## src/hdl/pcitw_pkg.sv

```systemverilog
package pcitw_pkg;
  // ==========================================================
  // bus command codes
  localparam logic [3:0] CMD_CFG_READ  = 4'ha;
  localparam logic [3:0] CMD_CFG_WRITE = 4'hb;
  localparam logic [3:0] CMD_MEM_READ  = 4'h6;
  localparam logic [3:0] CMD_MEM_WRITE = 4'h7;
  // ==========================================================
  // timing
  localparam int CLOCK_MHZ       = 200;
  localparam int PCI_MHZ         = 33;
  // number of config dwords implemented
  localparam int CFG_WORDS       = 4;
  localparam logic [31:0] CFG_ID_RESET = 32'h0000_1234; // arbitrary id
  localparam logic [31:0] MEM_RESET    = 32'h0000_0000;
  localparam logic [31:0] BAR_MASK     = 32'hffff_f000;
  // ==========================================================
  // target states
  typedef enum logic [2:0] {
    PCITW_IDLE = 3'b000,
    PCITW_DATA = 3'b001,
    PCITW_TURN = 3'b010,
    PCITW_BUSY = 3'b011
  } pcitw_state_type;
endpackage

```

## src/hdl/pci_target_with_wake.sv

```systemverilog
// Functional notes
// - all logic on the bus clock
// - address parity one clock after address
// - data parity one clock after ready
// - data moves only with both readies
// - target stop ends unsupported bursts
// - config cycles need idsel asserted
// - devsel driven on own decode
// - interrupt request drives inta low
// - ring in cold state with aux power present restores defaults
// - aux power present means cold supported
// - held in reset while rst_n low
module pci_target_with_wake
  import pcitw_pkg::*;
(
  input  wire logic        clock,
  input  wire logic        rst_n,
  input  wire logic        clkEn,
  input  wire logic [31:0] adIn,
  output logic      [31:0] adOut,
  output logic             adOe,
  input  wire logic [3:0]  cbeIn,
  input  wire logic        parIn,
  output logic             parOut,
  output logic             parOe,
  input  wire logic        frameIn_n,
  input  wire logic        irdyIn_n,
  output logic             trdyOut_n,
  output logic             stopOut_n,
  output logic             devselOut_n,
  output logic             ctlOe,
  input  wire logic        devselIn_n,
  input  wire logic        idsel,
  output logic             inta_n,
  input  wire logic        intReq,
  input  wire logic        ringIn,
  input  wire logic        auxPowerPresent,
  input  wire logic        coldState,
  output logic             pme_n,
  output logic             parityErr,
  output logic             busSeen,
  output logic             coldSupport
);
  // ==========================================================
  // state
  pcitw_state_type stateQ, stateD;
  logic        isWriteQ, isCfgQ, dataPhaseQ;
  logic [1:0]  wordQ;
  logic [31:0] cfgQ [CFG_WORDS];
  logic [31:0] barQ;
  logic        pmeEnQ, parChkQ, parChkWrQ;
  logic [35:0] prevQ;
  logic        wakeQ;

  // ==========================================================
  // decode of the address phase
  wire logic addrPhase = (stateQ == PCITW_IDLE) && !frameIn_n;
  wire logic cfgCmd    = (cbeIn == CMD_CFG_READ) || (cbeIn == CMD_CFG_WRITE);
  wire logic memCmd    = (cbeIn == CMD_MEM_READ) || (cbeIn == CMD_MEM_WRITE);
  wire logic cfgHit    = cfgCmd && idsel && (adIn[1:0] == 2'b00);
  wire logic memHit    = memCmd && ((adIn & BAR_MASK) == barQ)
                         && (barQ != MEM_RESET);
  wire logic hit       = addrPhase && (cfgHit || memHit);
  wire logic xfer      = dataPhaseQ && !irdyIn_n && !trdyOut_n;
  wire logic lastXfer  = xfer && frameIn_n;
  wire logic endPhase  = lastXfer || (!stopOut_n && frameIn_n);
  wire logic ringWake  = coldState && auxPowerPresent && ringIn;
  wire logic calcPar;

  // parity over the previous cycle's bus values
  pcitw_parity pcitw_parity_i
  (
    .ad  (prevQ[35:4]),
    .cbe (prevQ[3:0]),
    .par (calcPar)
  );

  // ==========================================================
  // next state
  always_comb
  begin
    stateD = stateQ;
    case (stateQ)
      PCITW_IDLE: if (hit) stateD = PCITW_DATA;
                  else if (addrPhase) stateD = PCITW_BUSY;
      PCITW_DATA: if (lastXfer || (!stopOut_n && frameIn_n))
                    stateD = PCITW_TURN;
      PCITW_TURN: stateD = PCITW_IDLE;
      PCITW_BUSY: if (frameIn_n && irdyIn_n) stateD = PCITW_IDLE;
      default:    stateD = PCITW_IDLE;
    endcase
  end

  // ==========================================================
  // transaction flow, single clock sync reset
  always_ff @(posedge clock)
  begin
    if (!rst_n || ringWake)
    begin
      stateQ <= PCITW_IDLE;
      isWriteQ <= 1'b0;
      isCfgQ <= 1'b0;
      dataPhaseQ <= 1'b0;
      wordQ <= 2'h0;
      trdyOut_n <= 1'b1;
      stopOut_n <= 1'b1;
      devselOut_n <= 1'b1;
      ctlOe <= 1'b0;
    end
    else if (clkEn)
    begin
      stateQ <= stateD;
      if (hit)
      begin
        isWriteQ <= cbeIn[0];
        isCfgQ <= cfgHit;
        wordQ <= adIn[3:2];
        dataPhaseQ <= 1'b1;
        devselOut_n <= 1'b0;
        trdyOut_n <= 1'b0;
        stopOut_n <= 1'b1;
        ctlOe <= 1'b1;
      end
      else if (dataPhaseQ)
      begin
        if (lastXfer || (!stopOut_n && frameIn_n))
        begin
          dataPhaseQ <= 1'b0;
          devselOut_n <= 1'b1;
          trdyOut_n <= 1'b1;
          stopOut_n <= 1'b1;
        end
        else if (xfer)
        begin
          // single data phase only: disconnect further bursts
          trdyOut_n <= 1'b1;
          stopOut_n <= 1'b0;
        end
      end
      else
        ctlOe <= 1'b0;
    end
  end

  // ==========================================================
  // config space and memory window registers
  always_ff @(posedge clock)
  begin
    if (!rst_n || ringWake)
    begin
      for (int i = 0; i < CFG_WORDS; i++)
        cfgQ[i] <= MEM_RESET;
      barQ <= MEM_RESET;
      pmeEnQ <= 1'b0;
    end
    else if (clkEn && xfer && isWriteQ)
    begin
      if (isCfgQ && wordQ == 2'h1)
        pmeEnQ <= adIn[8];
      if (isCfgQ && wordQ == 2'h2)
        barQ <= adIn & BAR_MASK;
      else
        cfgQ[wordQ] <= adIn;
    end
  end

  // read data: word 0 holds the id, word 2 the window base; the index
  // comes off the bus in the address phase so data stands with trdy
  wire logic [1:0]  rdIndex = hit ? adIn[3:2] : wordQ;
  wire logic [31:0] rdData  = (rdIndex == 2'h0) ? CFG_ID_RESET :
                              (rdIndex == 2'h2) ? barQ : cfgQ[rdIndex];

  // ==========================================================
  // read data drive and parity one clock after the phase
  always_ff @(posedge clock)
  begin
    if (!rst_n)
    begin
      adOut <= 32'h0;
      adOe <= 1'b0;
      parOut <= 1'b0;
      parOe <= 1'b0;
      prevQ <= 36'h0;
      parChkQ <= 1'b0;
      parChkWrQ <= 1'b0;
      parityErr <= 1'b0;
    end
    else if (clkEn)
    begin
      prevQ <= {adIn, cbeIn};
      adOut <= rdData;
      adOe <= hit ? !cbeIn[0] : (dataPhaseQ && !isWriteQ && !endPhase);
      // read parity follows trdy by one clock
      parOe <= adOe;
      parOut <= ^{adOut, cbeIn};
      // address and write data parity checked next clock
      parChkQ <= addrPhase;
      parChkWrQ <= dataPhaseQ && isWriteQ && !irdyIn_n;
      parityErr <= (parChkQ || parChkWrQ) && (calcPar != parIn);
    end
  end

  // ==========================================================
  // interrupt, wake and status pins
  always_ff @(posedge clock)
  begin
    if (!rst_n)
    begin
      inta_n <= 1'b1;
      pme_n <= 1'b1;
      wakeQ <= 1'b0;
      busSeen <= 1'b0;
      coldSupport <= 1'b0;
    end
    else if (clkEn)
    begin
      inta_n <= !intReq;
      coldSupport <= auxPowerPresent;
      busSeen <= !devselIn_n;
      // wake latch: set wins, cleared when cold state left
      wakeQ <= (ringWake && pmeEnQ) || (wakeQ && coldState);
      pme_n <= !((ringWake && pmeEnQ) || (wakeQ && coldState));
    end
  end

  // ==========================================================
  // checks
  chk_xfer_needs_both: assert property (@(posedge clock) disable iff (!rst_n)
    clkEn && dataPhaseQ && (irdyIn_n || trdyOut_n) && !ringWake
    |=> $stable(barQ) && $stable(pmeEnQ))
    else $error("register written without both readies");
  chk_devsel_on_hit: assert property (@(posedge clock) disable iff (!rst_n)
    clkEn && hit && !ringWake |=> !devselOut_n)
    else $error("devsel not driven after hit");
  chk_cfg_idsel: assert property (@(posedge clock) disable iff (!rst_n)
    clkEn && addrPhase && cfgCmd && !idsel |=> devselOut_n)
    else $error("config claimed without idsel");
  chk_stop_after_xfer: assert property (@(posedge clock) disable iff (!rst_n)
    clkEn && xfer && !frameIn_n && !ringWake |=> !stopOut_n)
    else $error("no stop after burst data");
  chk_inta_follow: assert property (@(posedge clock) disable iff (!rst_n)
    clkEn && intReq |=> !inta_n)
    else $error("interrupt not asserted");
  chk_cold_support: assert property (@(posedge clock) disable iff (!rst_n)
    clkEn |=> coldSupport == $past(auxPowerPresent))
    else $error("cold support mismatch");
  chk_ring_resets: assert property (@(posedge clock) disable iff (!rst_n)
    ringWake |=> stateQ == PCITW_IDLE && devselOut_n)
    else $error("ring did not restore defaults");
  chk_pme_wake: assert property (@(posedge clock) disable iff (!rst_n)
    clkEn && ringWake && pmeEnQ |=> !pme_n)
    else $error("pme not asserted on wake");
  chk_read_par: assert property (@(posedge clock) disable iff (!rst_n)
    clkEn && adOe ##1 clkEn |-> parOe)
    else $error("read parity not driven");
  chk_reset_idle: assert property (@(posedge clock)
    !rst_n |=> stateQ == PCITW_IDLE && trdyOut_n)
    else $error("not idle after reset");
  cov_cfg_write: cover property (@(posedge clock)
    xfer && isCfgQ && isWriteQ);
  cov_mem_read: cover property (@(posedge clock) xfer && !isCfgQ && !isWriteQ);
  cov_wake: cover property (@(posedge clock) !pme_n);
endmodule // pci_target_with_wake

```

## src/hdl/pcitw_parity.sv

```systemverilog
// ==========================================================
// even parity over address/data and command/byte enables
module pcitw_parity
  import pcitw_pkg::*;
(
  input  wire logic [31:0] ad,
  input  wire logic [3:0]  cbe,
  output wire logic        par
);
  // one xor tree
  assign par = ^{ad, cbe};
endmodule // pcitw_parity

```

## config.mk

```make
export PLATFORM = sky130hd
export DESIGN_NAME = pci_target_with_wake
export DESIGN_NICKNAME = d
export VERILOG_FILES = /design/src/hdl/pcitw_pkg.sv /design/src/hdl/pci_target_with_wake.sv /design/src/hdl/pcitw_parity.sv
export SDC_FILE = /design/constraint.sdc
export NUM_CORES = 1
export LEC_CHECK = 0
export ABC_AREA = 1
export BUFFER_PORTS_ARGS = -buffer_cell sky130_fd_sc_hd__clkbuf_2
export CORE_MARGIN = 4
export CORE_UTILIZATION = 35
export DETAILED_ROUTE_END_ITERATION = 8
export GPL_ROUTABILITY_DRIVEN = 0
export GPL_TIMING_DRIVEN = 0
export PLACE_DENSITY_LB_ADDON = 0.2
export SLEW_MARGIN = 10
export SYNTH_ARGS = -nofsm -noshare
export SYNTH_HDL_FRONTEND = slang
export SYNTH_SLANG_ARGS = --single-unit
```

## constraint.sdc

```tcl
create_clock -name clock -period 6.1 [get_ports clock]
set_clock_uncertainty 0.15 [all_clocks]
set_input_delay 0.915 -clock clock [delete_from_list [all_inputs] [get_ports clock]]
set_output_delay 0.915 -clock clock [all_outputs]
set_load 0.01 [all_outputs]
```

==> flow_summary.ini <==
[placement]
dp.cells = 1560
post-place-ws_ns = 2.19
io_buffer_count = 89
hpwlAfterDp_mm = 19.9
placed_area_um2 = 10000

[cts]
numCtsBuffers = 17
clk_pin_slew_ns = 0.08
clock_latency_ns = 0.44
cts_resized = 0
clk_path_buf_depth = 2
cts_tree = yes
cts.sink_count = 191
cts_setup_buffers = 0
cts_root_buffer = clkbuf_16
postCtsHoldBufs = 0
htreeDepth = 4

[timing]
worstMarginPinSlew_ns = 0.870
hold_slack_ns = 0.320
rsz0062_at_grt = false
period_share_pct = 57.2
hold_viol_final = 0
tns_ns = 0
finalSetupViolations = 0
fin_crit_ns = 3.49
max_freq_ghz = 0.286
slew_viol_final = 0
slew_headroom_pct = 41.6
fin_ws_ns = 2.61

[pwr]
vdd_drop_max_v = 0.000142
powerDensity_nw_per_um2 = 279
p_leak_nw = 4.41

[hold_path]
min_to = isCfgQ
hp-class = reg -> reg
hp-start = isCfgQ
min_path_cells = 2

[synth]
synth_cell_types = 37
ys_warn_count = 0
syn_area_um2 = 9110
synthCells = 1138
ys_ff_latch = 191
syn-num-nets = 1190
avgSynthCellArea_um2 = 8.01
synth-seq-area-share_pct = 50.7

[layout]
area_growth_syn_to_layout_pct = 16.8
diodes = 0
stdcell_count = 1592
postLayoutCellArea_um2 = 10600
layout.nets = 1301
drive_gt1_share_pct = 13.2

[setup_path]
worst_setup_path_start_kind = input port
path_delay_family = buffers and inverters
r2r_start = barQ[12]
crit_buf_inv = 4
worstPathArrival_ns = 3.40
cpMostUsedCell = clkbuf_1
slowest_delay_ns = 0.60
crit-reg2reg-capture = adOut[26]
cp_max_fo = 10
cpMaxStageDelayCell = o21ai_1
r2r.worst_path.cells = 16
crit_cells = 6
worstSetupPathType = in -> reg
crit_chain = clkbuf_1 > nand2_1 > clkbuf_1 > clkinv_1 > clkbuf_1 > o21ai_1
cp_data_required_time_ns = 6.01
regToRegSetupSlack_ns = 3.47
crit_path_end_kind = flip-flop
startpoint = rst_n

[outcome]
outcome = complete, no violations

[detailed_routing]
drc = 0
routedWlPerCell_um = 16.8
ant_nets = 0
drt_iter0_drc = 581
vias = 7592
viasPerCell = 4.77
wl_mm = 26.8
firstDrtPassIters = 7

[die]
ios = 92
die_area_um2 = 28700
dieWidth_um = 169
initial_core_util_pct = 35.9
fp-row-count = 58
fp.dieH_um = 169
core_um2 = 25400

[global_route]
overflow = 0
grt_pass1_vias = 7501
grt_max_degree = 27
antenna_found_initial = 0
grt_pass1_wl_mm = 41.6
grt_usage_pct = 18.8

[flow_run]
cap_viol_max_count = 0
## flip-flops by register name, indices dropped and copies added, names as in the netlist, 2 cells and up
register  flops
stateQ        2
prevQ        36
adOut        32
cfgQ         80
barQ         20
wordQ         2
## through the flow
step                utilization [%]  total power [W]
floorplan                         -          0.00170
global placement               39.3          0.00184
detailed placement             39.5          0.00184
CTS                            41.9          0.00298
global route                   41.9          0.00308
finish                         41.9          0.00297
## power breakdown
part | internal [W] | switching [W] | leakage (nW)
logic | 0.000143 | 0.000258 | 2.36
registers | 0.00138 | 0.0000289 | 1.75
clock network | 0.000641 | 0.000511 | 0.296
total | 0.00217 | 0.000799 | 4.41
## layer usage
metal	wire length, µm	vias up	GRT usage [%]
li1	-	3853	-
met1	12100	3552	24.3
met2	13100	167	33.2
met3	1260	20	3.33
met4	341	0	3.82
met5	0	-	0
## worst min-delay path, cell delays in order, from the launching register on
cell and delay (ns):
dfxtp_1 0.32, nand2_1 0.06, a21oi_1 0.05
## placed cells by master, fill, tap and decap left out, drive strengths merged, types with 49 or more instances in the layout
master,netlist,routed
a21oi,83,83
clkbuf,36,148
dfxtp,111,111
edfxtp,80,80
inv,149,154
nand2,161,161
nand3,62,62
nor2,210,210
o21ai,127,127
xnor2,49,49
## kinds of logic (layout without fill, tap and decap cells)
family | count (synthesis) | count (layout) | synth area share (%)
buf+inv | 207 | 331 | 8.99
flops | 191 | 191 | 50.7
simple gates | 443 | 443 | 20.3
fa+ha+maj | 4 | 4 | 0.549
compound gates | 217 | 217 | 12.1
xor+xnor | 76 | 76 | 7.30
## synthesized netlist by cell type
cell | count | area share, %
nor2_1 | 208 | 8.6
nand2_1 | 153 | 6.3
inv_1 | 135 | 5.6
o21ai_0 | 117 | 6.4
dfxtp_1 | 111 | 24
a21oi_1 | 83 | 4.6
edfxtp_1 | 80 | 26
nand3_1 | 61 | 3.3
xnor2_1 | 49 | 4.7
clkbuf_1 | 35 | 1.4
xor2_1 | 27 | 2.6
buf_2 | 13 | 0.71
inv_2 | 13 | 0.54
o21ai_1 | 10 | 0.55
clkinv_1 | 4 | 0.16
ha_1 | 4 | 0.55
nand2_4 | 4 | 0.49
nand4_1 | 4 | 0.27
buf_6 | 3 | 0.37
a31oi_1 | 2 | 0.14
buf_1 | 2 | 0.082
nand2_2 | 2 | 0.14
nand2_8 | 2 | 0.44
nor2_2 | 2 | 0.14
nor3_1 | 2 | 0.11
a211oi_1 | 1 | 0.082
and2_1 | 1 | 0.069
clkbuf_2 | 1 | 0.055
inv_4 | 1 | 0.069
nand2b_1 | 1 | 0.069
nand3_4 | 1 | 0.19
nand3b_1 | 1 | 0.082
nor3b_1 | 1 | 0.082
o21a_1 | 1 | 0.082
o21bai_1 | 1 | 0.082
o311a_1 | 1 | 0.11
o31ai_1 | 1 | 0.082
## worst max path at each step
stage	end	slack, ns
after floorplan	cfgQ[3][0]	1.59
after global placement	cfgQ[3][20]	-0.82
after detailed placement	cfgQ[2][10]	2.19
final	cfgQ[2][8]	2.61
after global routing	cfgQ[2][8]	2.50
after CTS	cfgQ[2][8]	2.65
## final cells by class
class / count / area (µm²)
timing repair buffer: 92 / 495
inverter: 153 / 577
multi-input combinational: 740 / 3690
clock buffer: 23 / 510
clock inverter: 9 / 93.8
sequential: 191 / 4620
fill: 2662 / 14800
buffer: 54 / 243
tap: 330 / 413
Note: power is estimated with default switching activity, not from simulation.
